===== src/verilog/flat_panel_pkg.sv =====
package flat_panel_pkg;
    typedef logic [11:0] pos_t;
    // Register byte offsets
    localparam logic [7:0] OFS_PANEL = 8'h0c;
    localparam logic [7:0] OFS_HTOTAL = 8'h20;
    localparam logic [7:0] OFS_HWIDTH = 8'h24;
    localparam logic [7:0] OFS_HSTART = 8'h28;
    localparam logic [7:0] OFS_LINE = 8'h2c;
    localparam logic [7:0] OFS_VTOTAL = 8'h30;
    localparam logic [7:0] OFS_VHEIGHT = 8'h34;
    localparam logic [7:0] OFS_VSTART = 8'h38;
    localparam logic [7:0] OFS_FRAME = 8'h3c;
    localparam logic [7:0] OFS_CTRL = 8'h40;
    localparam logic [7:0] OFS_STATUS = 8'h44;
    // Field positions
    localparam int POLARITY_BIT = 23;
    localparam int WIDTH_LSB = 16;
    localparam int CTRL_SAVE_BIT = 0;
    localparam int CTRL_FMT8_BIT = 1;
    localparam int GROUP_SHIFT = 3;
    localparam int STATUS_VCOUNT_LSB = 16;
    // Field values and offsets
    localparam logic [1:0] PANEL_PASSIVE = 2'h0;
    localparam pos_t HSTART_PASSIVE_ADD = 12'h016;
    localparam pos_t HSTART_TFT_ADD = 12'h005;
    localparam pos_t ONE = 12'h001;
    // Reset values
    localparam logic RESET_POWER_SAVE = 1'b1;
    localparam logic RESET_FMT8 = 1'b0;
    // Shift clock half period, as the position bit that flips at it
    localparam int FMT4_HALF_BIT = 1;
    localparam int FMT8_HALF_BIT = 2;
endpackage


===== src/verilog/edge_sync.sv =====
`timescale 1ns/1ps
`default_nettype none
module edge_sync (
    input wire logic clk,
    input wire logic rst_n,
    input wire logic async_in,
    output logic rise
);
    logic meta;
    logic stable;
    logic stable_d;

    // Two-flop synchroniser, then edge detect on the second flop only
    always_ff @(posedge clk or negedge rst_n) begin
        if (!rst_n) begin
            meta <= 1'b0;
            stable <= 1'b0;
            stable_d <= 1'b0;
            rise <= 1'b0;
        end else begin
            meta <= async_in;
            stable <= meta;
            stable_d <= stable;
            rise <= stable & ~stable_d;
        end
    end
endmodule
`default_nettype wire


===== src/verilog/shift_formatter.sv =====
`timescale 1ns/1ps
`default_nettype none
module shift_formatter (
    input wire logic clk,
    input wire logic rst_n,
    input wire logic step,
    input wire logic active,
    input wire logic [2:0] pos,
    input wire logic format8,
    input wire logic blank,
    input wire logic [7:0] pixel_word,
    output logic shift_clock,
    output logic [7:0] pixel_data_bus,
    output logic pixel_take
);
    logic group_start;
    logic shift_level;

    // Shift clock starts high on each group, falls half a period later
    always_comb begin
        group_start = (pos[1:0] == 2'h0);
        shift_level = ~pos[flat_panel_pkg::FMT4_HALF_BIT];
        if (format8) begin
            group_start = (pos == 3'h0);
            shift_level = ~pos[flat_panel_pkg::FMT8_HALF_BIT];
        end
    end

    // Data and shift clock, updated once per pixel step
    always_ff @(posedge clk or negedge rst_n) begin
        if (!rst_n) begin
            shift_clock <= 1'b0;
            pixel_data_bus <= 8'h00;
            pixel_take <= 1'b0;
        end else begin
            pixel_take <= 1'b0;
            if (blank) begin
                shift_clock <= 1'b0;
                pixel_data_bus <= 8'h00;
            end else if (step) begin
                // rise at group start, fall after half period
                shift_clock <= active & shift_level;
                if (active && group_start) begin
                    pixel_take <= 1'b1;
                    pixel_data_bus <= format8 ? pixel_word : {pixel_word[3:0], 4'h0};
                end
            end
        end
    end
endmodule
`default_nettype wire


===== src/verilog/flat_panel_timing_generator.sv =====
// Implementation choice: the APB register port.
`timescale 1ns/1ps
`default_nettype none
module flat_panel_timing_generator (
    input wire logic pclk,
    input wire logic presetn,
    input wire logic [7:0] paddr,
    input wire logic psel,
    input wire logic penable,
    input wire logic pwrite,
    input wire logic [31:0] pwdata,
    output logic [31:0] prdata,
    output logic pready,
    output logic pslverr,
    input wire logic pixel_clock_in,
    input wire logic [7:0] pixel_word,
    output logic pixel_take,
    output logic line_pulse,
    output logic frame_pulse,
    output logic shift_clock,
    output logic [7:0] pixel_data_bus,
    output logic polarity_alternation
);
    typedef flat_panel_pkg::pos_t pos_t;

    logic pix_tick;
    logic step;
    logic [1:0] panel_type;
    logic [5:0] alt_count_cfg;
    logic [6:0] ht_field;
    logic [6:0] hw_field;
    logic [9:0] hs_field;
    logic [9:0] lps_field;
    logic [6:0] lpw_field;
    logic line_pol;
    logic [9:0] vt_field;
    logic [9:0] vh_field;
    logic [9:0] vs_field;
    logic [9:0] fps_field;
    logic [2:0] fpw_field;
    logic frame_pol;
    logic power_save;
    logic format8;
    logic [9:0] hcount;
    logic [9:0] vcount;
    logic [5:0] alt_lines;
    logic alt_state;
    logic [31:0] next_rdata;
    logic next_err;
    logic wr_en;
    logic setup;
    pos_t ht_len;
    pos_t hdp_len;
    pos_t horizontal_display_start_pos;
    pos_t hps_pos;
    pos_t hpw_len;
    pos_t vt_len;
    pos_t vdp_len;
    pos_t vpw_len;
    pos_t hpos;
    pos_t vpos;
    pos_t hoff;
    logic end_of_line;
    logic end_of_frame;
    logic line_act;
    logic frame_act;
    logic h_disp;
    logic v_disp;

    // Pixel clock pin crosses into the bus clock domain
    edge_sync u_sync (
        .clk(pclk),
        .rst_n(presetn),
        .async_in(pixel_clock_in),
        .rise(pix_tick)
    );

    // Step follows the tick, once counters hold the new pixel
    always_ff @(posedge pclk or negedge presetn) begin
        if (!presetn) begin
            step <= 1'b0;
        end else begin
            step <= pix_tick;
        end
    end

    // APB phases: answer with no wait state
    assign setup = psel & ~penable;
    assign wr_en = psel & penable & pwrite & pready;

    // Register writes, taken at the completing access edge
    always_ff @(posedge pclk or negedge presetn) begin
        if (!presetn) begin
            panel_type <= 2'h0;
            alt_count_cfg <= 6'h00;
            ht_field <= 7'h00;
            hw_field <= 7'h00;
            hs_field <= 10'h000;
            lps_field <= 10'h000;
            lpw_field <= 7'h00;
            line_pol <= 1'b0;
            vt_field <= 10'h000;
            vh_field <= 10'h000;
            vs_field <= 10'h000;
            fps_field <= 10'h000;
            fpw_field <= 3'h0;
            frame_pol <= 1'b0;
            power_save <= flat_panel_pkg::RESET_POWER_SAVE;
            format8 <= flat_panel_pkg::RESET_FMT8;
        end else if (wr_en) begin
            unique case (paddr)
                flat_panel_pkg::OFS_PANEL: begin
                    panel_type <= pwdata[1:0];
                    alt_count_cfg <= pwdata[flat_panel_pkg::WIDTH_LSB +: 6];
                end
                flat_panel_pkg::OFS_HTOTAL: ht_field <= pwdata[6:0];
                flat_panel_pkg::OFS_HWIDTH: hw_field <= pwdata[6:0];
                flat_panel_pkg::OFS_HSTART: hs_field <= pwdata[9:0];
                flat_panel_pkg::OFS_LINE: begin
                    lps_field <= pwdata[9:0];
                    lpw_field <= pwdata[flat_panel_pkg::WIDTH_LSB +: 7];
                    line_pol <= pwdata[flat_panel_pkg::POLARITY_BIT];
                end
                flat_panel_pkg::OFS_VTOTAL: vt_field <= pwdata[9:0];
                flat_panel_pkg::OFS_VHEIGHT: vh_field <= pwdata[9:0];
                flat_panel_pkg::OFS_VSTART: vs_field <= pwdata[9:0];
                flat_panel_pkg::OFS_FRAME: begin
                    fps_field <= pwdata[9:0];
                    fpw_field <= pwdata[flat_panel_pkg::WIDTH_LSB +: 3];
                    frame_pol <= pwdata[flat_panel_pkg::POLARITY_BIT];
                end
                flat_panel_pkg::OFS_CTRL: begin
                    power_save <= pwdata[flat_panel_pkg::CTRL_SAVE_BIT];
                    format8 <= pwdata[flat_panel_pkg::CTRL_FMT8_BIT];
                end
                default: begin
                end
            endcase
        end
    end

    // Read mux; unmapped offsets read zero with an error
    always_comb begin
        next_rdata = 32'h0000_0000;
        next_err = 1'b0;
        unique case (paddr)
            flat_panel_pkg::OFS_PANEL: begin
                next_rdata[1:0] = panel_type;
                next_rdata[flat_panel_pkg::WIDTH_LSB +: 6] = alt_count_cfg;
            end
            flat_panel_pkg::OFS_HTOTAL: next_rdata[6:0] = ht_field;
            flat_panel_pkg::OFS_HWIDTH: next_rdata[6:0] = hw_field;
            flat_panel_pkg::OFS_HSTART: next_rdata[9:0] = hs_field;
            flat_panel_pkg::OFS_LINE: begin
                next_rdata[9:0] = lps_field;
                next_rdata[flat_panel_pkg::WIDTH_LSB +: 7] = lpw_field;
                next_rdata[flat_panel_pkg::POLARITY_BIT] = line_pol;
            end
            flat_panel_pkg::OFS_VTOTAL: next_rdata[9:0] = vt_field;
            flat_panel_pkg::OFS_VHEIGHT: next_rdata[9:0] = vh_field;
            flat_panel_pkg::OFS_VSTART: next_rdata[9:0] = vs_field;
            flat_panel_pkg::OFS_FRAME: begin
                next_rdata[9:0] = fps_field;
                next_rdata[flat_panel_pkg::WIDTH_LSB +: 3] = fpw_field;
                next_rdata[flat_panel_pkg::POLARITY_BIT] = frame_pol;
            end
            flat_panel_pkg::OFS_CTRL: begin
                next_rdata[flat_panel_pkg::CTRL_SAVE_BIT] = power_save;
                next_rdata[flat_panel_pkg::CTRL_FMT8_BIT] = format8;
            end
            flat_panel_pkg::OFS_STATUS: begin
                next_rdata[9:0] = hcount;
                next_rdata[flat_panel_pkg::STATUS_VCOUNT_LSB +: 10] = vcount;
            end
            default: next_err = 1'b1;
        endcase
    end

    // Answer registered in the setup cycle, valid in the access cycle
    always_ff @(posedge pclk or negedge presetn) begin
        if (!presetn) begin
            pready <= 1'b0;
            pslverr <= 1'b0;
            prdata <= 32'h0000_0000;
        end else begin
            pready <= setup;
            pslverr <= setup & next_err;
            if (setup) begin
                prdata <= pwrite ? 32'h0000_0000 : next_rdata;
            end
        end
    end

    // Derived lengths and positions in pixel clocks and lines
    always_comb begin
        ht_len = pos_t'((pos_t'(ht_field) + flat_panel_pkg::ONE) << flat_panel_pkg::GROUP_SHIFT);
        hdp_len = pos_t'((pos_t'(hw_field) + flat_panel_pkg::ONE) << flat_panel_pkg::GROUP_SHIFT);
        if (panel_type == flat_panel_pkg::PANEL_PASSIVE) begin
            horizontal_display_start_pos = pos_t'(hs_field) + flat_panel_pkg::HSTART_PASSIVE_ADD;
        end else begin
            horizontal_display_start_pos = pos_t'(hs_field) + flat_panel_pkg::HSTART_TFT_ADD;
        end
        hps_pos = pos_t'(lps_field) + flat_panel_pkg::ONE;
        hpw_len = pos_t'(lpw_field) + flat_panel_pkg::ONE;
        vt_len = pos_t'(vt_field) + flat_panel_pkg::ONE;
        vdp_len = pos_t'(vh_field) + flat_panel_pkg::ONE;
        vpw_len = pos_t'(fpw_field) + flat_panel_pkg::ONE;
    end

    // Window decode from the two counters
    always_comb begin
        hpos = pos_t'(hcount);
        vpos = pos_t'(vcount);
        hoff = hpos - horizontal_display_start_pos;
        end_of_line = (hpos == ht_len - flat_panel_pkg::ONE);
        end_of_frame = (vpos == vt_len - flat_panel_pkg::ONE);
        line_act = (hpos >= hps_pos) && (hpos < hps_pos + hpw_len);
        // frame start taken with no offset
        frame_act = (vpos >= pos_t'(fps_field)) && (vpos < pos_t'(fps_field) + vpw_len);
        h_disp = (hpos >= horizontal_display_start_pos) && (hpos < horizontal_display_start_pos + hdp_len);
        v_disp = (vpos >= pos_t'(vs_field)) && (vpos < pos_t'(vs_field) + vdp_len);
    end

    always_ff @(posedge pclk or negedge presetn) begin
        if (!presetn) begin
            hcount <= 10'h000;
            vcount <= 10'h000;
        end else if (pix_tick) begin
            if (end_of_line) begin
                hcount <= 10'h000;
                vcount <= end_of_frame ? 10'h000 : vcount + 10'h001;
            end else begin
                hcount <= hcount + 10'h001;
            end
        end
    end

    // alternation per frame or every n lines
    always_ff @(posedge pclk or negedge presetn) begin
        if (!presetn) begin
            alt_lines <= 6'h00;
            alt_state <= 1'b0;
        end else if (step && hcount == 10'h000) begin
            // change at line start, ahead of the pulse
            if (alt_count_cfg == 6'h00) begin
                alt_lines <= 6'h00;
                if (vcount == 10'h000) begin
                    alt_state <= ~alt_state;
                end
            end else if (alt_lines + 6'h01 >= alt_count_cfg) begin
                alt_lines <= 6'h00;
                alt_state <= ~alt_state;
            end else begin
                alt_lines <= alt_lines + 6'h01;
            end
        end
    end

    // Panel control outputs, held low in power save
    always_ff @(posedge pclk or negedge presetn) begin
        if (!presetn) begin
            line_pulse <= 1'b0;
            frame_pulse <= 1'b0;
            polarity_alternation <= 1'b0;
        end else if (power_save) begin
            line_pulse <= 1'b0;
            frame_pulse <= 1'b0;
            polarity_alternation <= 1'b0;
        end else begin
            line_pulse <= line_act ^ ~line_pol;
            frame_pulse <= frame_act ^ ~frame_pol;
            polarity_alternation <= alt_state;
        end
    end

    // Shift clock and pixel data for the display window
    shift_formatter u_fmt (
        .clk(pclk),
        .rst_n(presetn),
        .step(step),
        .active(h_disp & v_disp),
        .pos(hoff[2:0]),
        .format8(format8),
        .blank(power_save),
        .pixel_word(pixel_word),
        .shift_clock(shift_clock),
        .pixel_data_bus(pixel_data_bus),
        .pixel_take(pixel_take)
    );
endmodule
`default_nettype wire


===== config.mk =====
export PLATFORM = sky130hd
export DESIGN_NAME = flat_panel_timing_generator
export DESIGN_NICKNAME = d
export VERILOG_FILES = /design/src/verilog/flat_panel_pkg.sv /design/src/verilog/edge_sync.sv /design/src/verilog/shift_formatter.sv /design/src/verilog/flat_panel_timing_generator.sv
export SDC_FILE = /design/constraint.sdc
export NUM_CORES = 1
export LEC_CHECK = 0
export BUFFER_PORTS_ARGS = -buffer_cell sky130_fd_sc_hd__buf_2
export CAP_MARGIN = 20
export CORE_MARGIN = 3
export CORE_UTILIZATION = 55
export CTS_BUF_LIST = sky130_fd_sc_hd__clkbuf_2
export DETAILED_ROUTE_END_ITERATION = 16
export PLACE_DENSITY_LB_ADDON = 0.15
export SLEW_MARGIN = 20
export SYNTH_ARGS = -nofsm -noshare
export SYNTH_HDL_FRONTEND = slang
export SYNTH_HIERARCHICAL = 1
export SYNTH_SLANG_ARGS = --single-unit

===== constraint.sdc =====
create_clock -name pclk -period 13 [get_ports pclk]
set_input_delay 0.65 -clock pclk [delete_from_list [all_inputs] [get_ports pclk]]
set_output_delay 0.65 -clock pclk [all_outputs]
set_load 0.05 [all_outputs]

==> qor.yml, run 1 <==
outcome: "completed"
timing.fmax_ghz: 0.198
die-area_sq_mm: 0.0227
root_buffer: "clkbuf_2"
place_congestion: 0.892
placed_cell_area_sq_mm: 0.0121
worstPathMaxFanout: 9
dp_hpwl_microns: 22700
fin_setup_tns_ns: 0
cts_buffers: 17
synth_fa_ha_area_frac: 0.140
slew_viol_final: 0
clk_latency_ns: 0.80
synth-simple-area-share: 0.134
grt_usage: 0.277
final_area_sq_mm: 0.0124
core_area_sq_mm: 0.0204
startpoint_type: "flop"
synth_cell_type_count: 86
grt_pass1_wl_microns: 48500
cts_tree: "built"
wl_per_cell_microns: 20.6
period_share: 0.389
layout.cells.non_filler: 1505
skew_ns: 0.0345
yosys_warnings: 6
via_per_inst: 6.10
drtAntennaViolNets: 0
antenna_found_initial: 1
postSynthCellCount: 1155
fill_cells: 1787
vias: 9186
fin_crit_ns: 5.05
numPortBuffers: 74
synth_area_per_cell_sq_um: 9.98
grt.overflow.total: 0
synth_seq_cells: 163
worstMarginPinSlew_ns: 0.989
dpl.cell_count: 1470
htree_levels: 4
finalHoldViolations: 0
cts_sinks: 163
critPathCaptureType: "flop"
drcViolationCount: 0
io-pin-count: 101
clockBufferDepth: 2
nets: 1400
rows: 52
vdd_ir_drop_max_v: 0.0000579
first_pass_iters: 6
grt_max_degree: 84
setup_viol: 0
cp_data_arrival_time_ns: 5.78
first_iter_violations: 751
cap_violations: 0
synth_top_family_by_area: "compound AO/OA/AOI/OAI gates"
post_cts_resized: 0
synth_compound_area_frac: 0.157
synthMuxAreaShare: 0.107
ys.flop_type: "dfrtp_1"
start_util: 0.564
p_per_area_mw_per_mm2: 97.0
rsz0062_at_grt: "false"
grt_pass1_vias: 8803
synth_area_sq_mm: 0.0115
die-height_microns: 151
p_leak_nw: 5.94
synth_edf_count: 0
die_w_microns: 151
max_slew_margin: 0.341
async_flop_share: 1.00
wl_microns: 30900
seq_area_frac_synth: 0.354
layout-drive-gt1-share: 0.194
synthXorXnorAreaFrac: 0.0612
hp-class: "input port to flop"
areaGrowthSynthToFinish_pct: 7.68
path_class: "flop to flop"
required_ns: 13.73
clk_pin_slew_ns: 0.27
==> stage by stage <==
stage / total power [mW] / hold WS [ns] / setup slack, ns / utilization
3_5_place_dp: 0.883 / 0.343 / 7.99 / 0.593
4_1_cts: 1.21 / 0.0163 / 8.00 / 0.607
6_report: 1.20 / 0.0655 / 7.95 / 0.608
2_1_floorplan: 0.795 / 0.331 / 8.84 / -
5_1_grt: 1.26 / 0.0500 / 7.45 / 0.608
3_3_place_gp: 0.878 / 0.338 / 8.12 / 0.593
==> placed cells by master, fill, tap and decap left out, types with 6 or more instances in the layout <==
master	n
a221oi_1	10
xnor2_1	55
a222oi_1	12
conb_1	12
and3_1	15
o21ai_1	16
nand2_1	82
nor4_1	8
a31oi_1	7
nor3_1	17
mux2_2	94
ha_1	120
a2111oi_0	6
o21ai_0	54
xor2_1	23
buf_2	73
clkbuf_2	18
nand4_1	13
nor2_1	43
mux2i_1	16
a22oi_1	13
nand3_1	31
nand3b_1	7
buf_4	9
dfrtp_1	162
a21oi_1	47
o21a_1	15
nor2b_1	11
a22o_1	10
nand2b_1	27
a21o_1	27
inv_1	74
==> timing repair <==
action / 4_1_cts / 5_1_grt
hold endpoints to repair: 82 / 0
setup buffers: 0 / 0
hold buffers: 2 / 0
endpoints found under the setup margin: 0 / 0
==> cell usage after synthesis, drive strengths merged, types with 16 or more instances <==
master / number / share of area
xnor2: 55 / 0.042
buf: 23 / 0.014
a21oi: 48 / 0.021
dfrtp: 162 / 0.35
nand2: 83 / 0.028
nand3: 31 / 0.013
clkbuf: 27 / 0.0089
nor2: 45 / 0.017
xor2: 23 / 0.017
inv: 74 / 0.024
o21ai: 71 / 0.031
mux2: 95 / 0.093
mux2i: 16 / 0.014
ha: 120 / 0.13
a21o: 27 / 0.018
nor3: 17 / 0.0074
nand2b: 27 / 0.015
==> where the power goes <==
group          internal (mW)  switching (mW)
clock                  0.117           0.212
combinational          0.107           0.195
sequential             0.535          0.0381
==> kinds of logic after synthesis <==
kind of cell             after synthesis
AO/OA/AOI/OAI                        262
XOR/XNOR                              79
adder cells (fa/ha/maj)              126
buffers and inverters                124
flip-flops                           163
multiplexers                         111
other                                  1
AND/OR/NAND/NOR                      289
==> sequential cells by signal, indices dropped and copies added, names as in the netlist, 2 cells and up <==
name	cells
hw_field	7
vs_field	10
alt_count_cfg	6
alt_lines	6
ht_field	7
lpw_field	7
vt_field	10
prdata	20
panel_type	2
hs_field	10
hcount	10
u_fmt/pixel_data_bus	8
fpw_field	3
vcount	10
fps_field	10
lps_field	10
vh_field	10
==> area by class of cell <==
class / count / area, sq um / area share
Clock buffer: 18 / 90.1 / 0.00726
Sequential cell: 163 / 4080 / 0.329
Clock inverter: 14 / 194 / 0.0156
Tap cell: 270 / 338 / 0.0272
Timing Repair Buffer: 86 / 475 / 0.0383
Antenna cell: 1 / 2.50 / 0.000202
Inverter: 74 / 278 / 0.0224
Multi-Input combinational cell: 879 / 6960 / 0.560
==> per-layer routing <==
metal | GRT usage | routed length (microns)
met5 | 0 | 0
met4 | 0.0807 | 695
met2 | 0.445 | 14400
met1 | 0.388 | 13600
met3 | 0.0467 | 2280
==> final timing paths <==
path,startpoint,end,slack [ns],cells past startpoint
worst max-delay path,hs_field[2]$_DFFE_PN0P_,u_fmt/pixel_data_bus[6]$_DFFE_PN0P_,7.95,21
worst min-delay path,pwdata[22],lpw_field[6]$_DFFE_PN0P_,0.07,2
min in group asynchronous,presetn,u_fmt/pixel_data_bus[6]$_DFFE_PN0P_,0.43,2
max in group asynchronous,presetn,fpw_field[0]$_DFFE_PN0P_,11.31,3
worst max register to register,hs_field[2]$_DFFE_PN0P_,u_fmt/pixel_data_bus[6]$_DFFE_PN0P_,7.95,21
worst min register to register,u_sync/meta$_DFF_PN0_,u_sync/stable$_DFF_PN0_,0.40,0
==> critical path, cell delays in order, from the launching register on <==
cell and delay, ns:
dfrtp_1 0.56, inv_1 0.10, ha_1 0.19, a21oi_1 0.19, o22ai_1 0.10, a21oi_1 0.25, xnor2_1 0.19, ha_1 0.30
nor2b_1 0.15, o21ai_0 0.24, nand2_1 0.10, ha_1 0.20, a2111oi_0 0.31, o21ai_0 0.17, a31o_2 0.28, a21o_1 0.17
a21oi_1 0.13, nor3_1 0.06, a211oi_1 0.58, a21boi_4 0.42, a21oi_1 0.12, a211oi_2 0.21
(Power assumes the default switching activity.)
==> run 2: changes to the inputs <==
==> constraint.sdc (replaced) <==
create_clock -name pclk -period 4.2 [get_ports pclk]
set_input_delay 0.21 -clock pclk [delete_from_list [all_inputs] [get_ports pclk]]
set_output_delay 0.21 -clock pclk [all_outputs]
set_load 0.05 [all_outputs]
==> run 2 against run 1 <==
Largest power group unchanged. Clock power rose to 2.5 times the previous value. Clock skew is 0.012 ns lower. Final area is 6.5% higher. Hold slack worse by 0.040 ns. Setup slack got worse by 7.9 ns. Count of clock-buffer cells in the layout fell by 1. Via count grew 4.1%. Largest cell class unchanged. Cell count up 5.0%. Sequential share of layout area is 2.0 points lower.
==> qor.yml, run 2 (synthesized netlist as in run 1, its figures left out) <==
outcome: "completed"
clk_pin_slew_ns: 0.25
required_ns: 4.91
max_slew_margin: 0.432
grt_usage: 0.289
dp_slack_ns: -0.221
die-height_microns: 151
cp_data_arrival_time_ns: 4.82
cts_buffers: 17
path_class: "flop to flop"
root_buffer: "clkbuf_2"
rows: 52
io-pin-count: 101
ff2ff_path_depth: 19
die_w_microns: 151
via_per_inst: 6.05
vias: 9564
dp_hpwl_microns: 23500
fin_crit_ns: 4.11
reg2reg_to: "u_fmt/pixel_data_bus[1]$_DFFE_PN0P_"
largest_register_ffs: 20
top_register: "prdata"
antenna_found_initial: 1
worstMarginPinSlew_ns: 0.850
power.switching_mw: 1.40
swShare: 0.377
wl_microns: 32200
startpoint_type: "flop"
areaGrowthSynthToFinish_pct: 14.7
rrSetupSlack_ns: 0.09
timing.final.ws_setup_ns: 0.0919
place_congestion: 0.925
rr_startpoint: "panel_type[0]$_DFFE_PN0P_"
clockBufferDepth: 2
cap_violations: 0
first_iter_violations: 682
wl_per_cell_microns: 20.4
p_int_mw: 2.30
grt.overflow.total: 0
die-area_sq_mm: 0.0227
first_pass_iters: 5
final_cell_mix: "dfrtp_1 (158), ha_1 (114), mux2_2 (94), nand2_1 (82)"
htree_levels: 4
cts_sinks: 163
layout-drive-gt1-share: 0.250
timing.fmax_ghz: 0.243
p_clk_frac: 0.226
slew_viol_final: 0
cts_tree: "built"
skew_ns: 0.0220
numPortBuffers: 74
core_area_sq_mm: 0.0204
grt_pass1_wl_microns: 50500
clk_latency_ns: 0.77
worstPathMaxFanout: 7
finalHoldViolations: 0
drcViolationCount: 0
p_per_area_mw_per_mm2: 280
grt_max_degree: 89
critPathCaptureType: "flop"
hp-class: "input port to asynchronous set/reset pin"
fin_setup_tns_ns: 0
vdd_ir_drop_max_v: 0.000184
seq_power_share: 0.476
rsz0062_at_grt: "true"
period_share: 0.978
pwr-share-comb: 0.298
grt_pass1_vias: 9342
start_util: 0.564
layout_commonest_cell: "dfrtp_1"
nets: 1476
fill_cells: 1649
setup_viol: 0
drtAntennaViolNets: 0
p_leak_nw: 6.31
-- run 2: worst max path at each step --
stage / from / to / slack, ns / cells past startpoint
detailed placement: hs_field[1]$_DFFE_PN0P_ / u_fmt/pixel_data_bus[7]$_DFFE_PN0P_ / -0.22 / 21
floorplan: hs_field[2]$_DFFE_PN0P_ / u_fmt/pixel_data_bus[4]$_DFFE_PN0P_ / 0.04 / 22
global route: hs_field[0]$_DFFE_PN0P_ / u_fmt/pixel_data_bus[1]$_DFFE_PN0P_ / -0.10 / 20
global placement: hs_field[1]$_DFFE_PN0P_ / u_fmt/pixel_data_bus[5]$_DFFE_PN0P_ / -0.07 / 21
CTS: lps_field[1]$_DFFE_PN0P_ / line_pulse$_DFF_PN0_ / 0.01 / 18
finish: panel_type[0]$_DFFE_PN0P_ / u_fmt/pixel_data_bus[1]$_DFFE_PN0P_ / 0.09 / 19
-- run 2: what timing repair did --
item                                    4_1_cts  5_1_grt
hold endpoints to repair                    201        0
buffers inserted                              3        7
endpoints found under the setup margin       11       11
pin swaps                                     7       32
hold buffers                                 31        0
gates resized for setup                      21       35
gates cloned                                  1        0
-- run 2: area by class of cell --
type                       instances  area (sq um)  area share
timing repair buffer             161          1120      0.0847
sequential                       163          4090       0.309
clock inverter                    15           131     0.00994
clock buffer                      17          85.1     0.00644
tap                              270           338      0.0256
antenna                            1          2.50    0.000189
inverter                          74           278      0.0210
multi-input combinational        880          7180       0.543
-- run 2: through the flow --
step | hold slack [ns] | instances | power [mW] | utilization | instance area [sq um]
after global routing | 0.0150 | 1581 | 3.89 | 0.647 | 13200
final | 0.0256 | 1581 | 3.70 | 0.647 | 13200
after global placement | 0.318 | 1506 | 2.74 | 0.606 | 12400
after CTS | 0.0193 | 1573 | 3.67 | 0.637 | 13000
after detailed placement | 0.325 | 1506 | 2.76 | 0.606 | 12400
after floorplan | -0.0856 | 1166 | 2.46 | - | 11600
-- run 2: worst max-delay path, stage by stage (launching register included) --
cell and delay [ns]:
dfrtp_2 0.51, nor2_4 0.18, mux2i_1 0.24, xnor2_1 0.16, ha_2 0.23, inv_2 0.05
fa_2 0.37, xor2_1 0.18, ha_2 0.20, a2111oi_4 0.30, o21ai_1 0.12, a31o_2 0.23
a21o_1 0.17, a21oi_2 0.13, nor3_2 0.05, a211oi_2 0.16, buf_4 0.16, a21boi_4 0.28
nand4_1 0.12, a21oi_1 0.19
-- run 2: per-layer routing --
metal | part of all wire | track usage
met1 | 0.43 | 0.383
met2 | 0.47 | 0.469
met3 | 0.071 | 0.0655
met4 | 0.035 | 0.0975
met5 | 0 | 0
-- run 2: power groups by stage --
stage               clock (mW)  combinational, mW  sequential [mW]
floorplan                    0              0.518             1.94
global placement             0              0.951             1.79
detailed placement           0              0.975             1.79
CTS                      0.849               1.06             1.76
global route             0.922               1.20             1.78
finish                   0.836               1.10             1.76
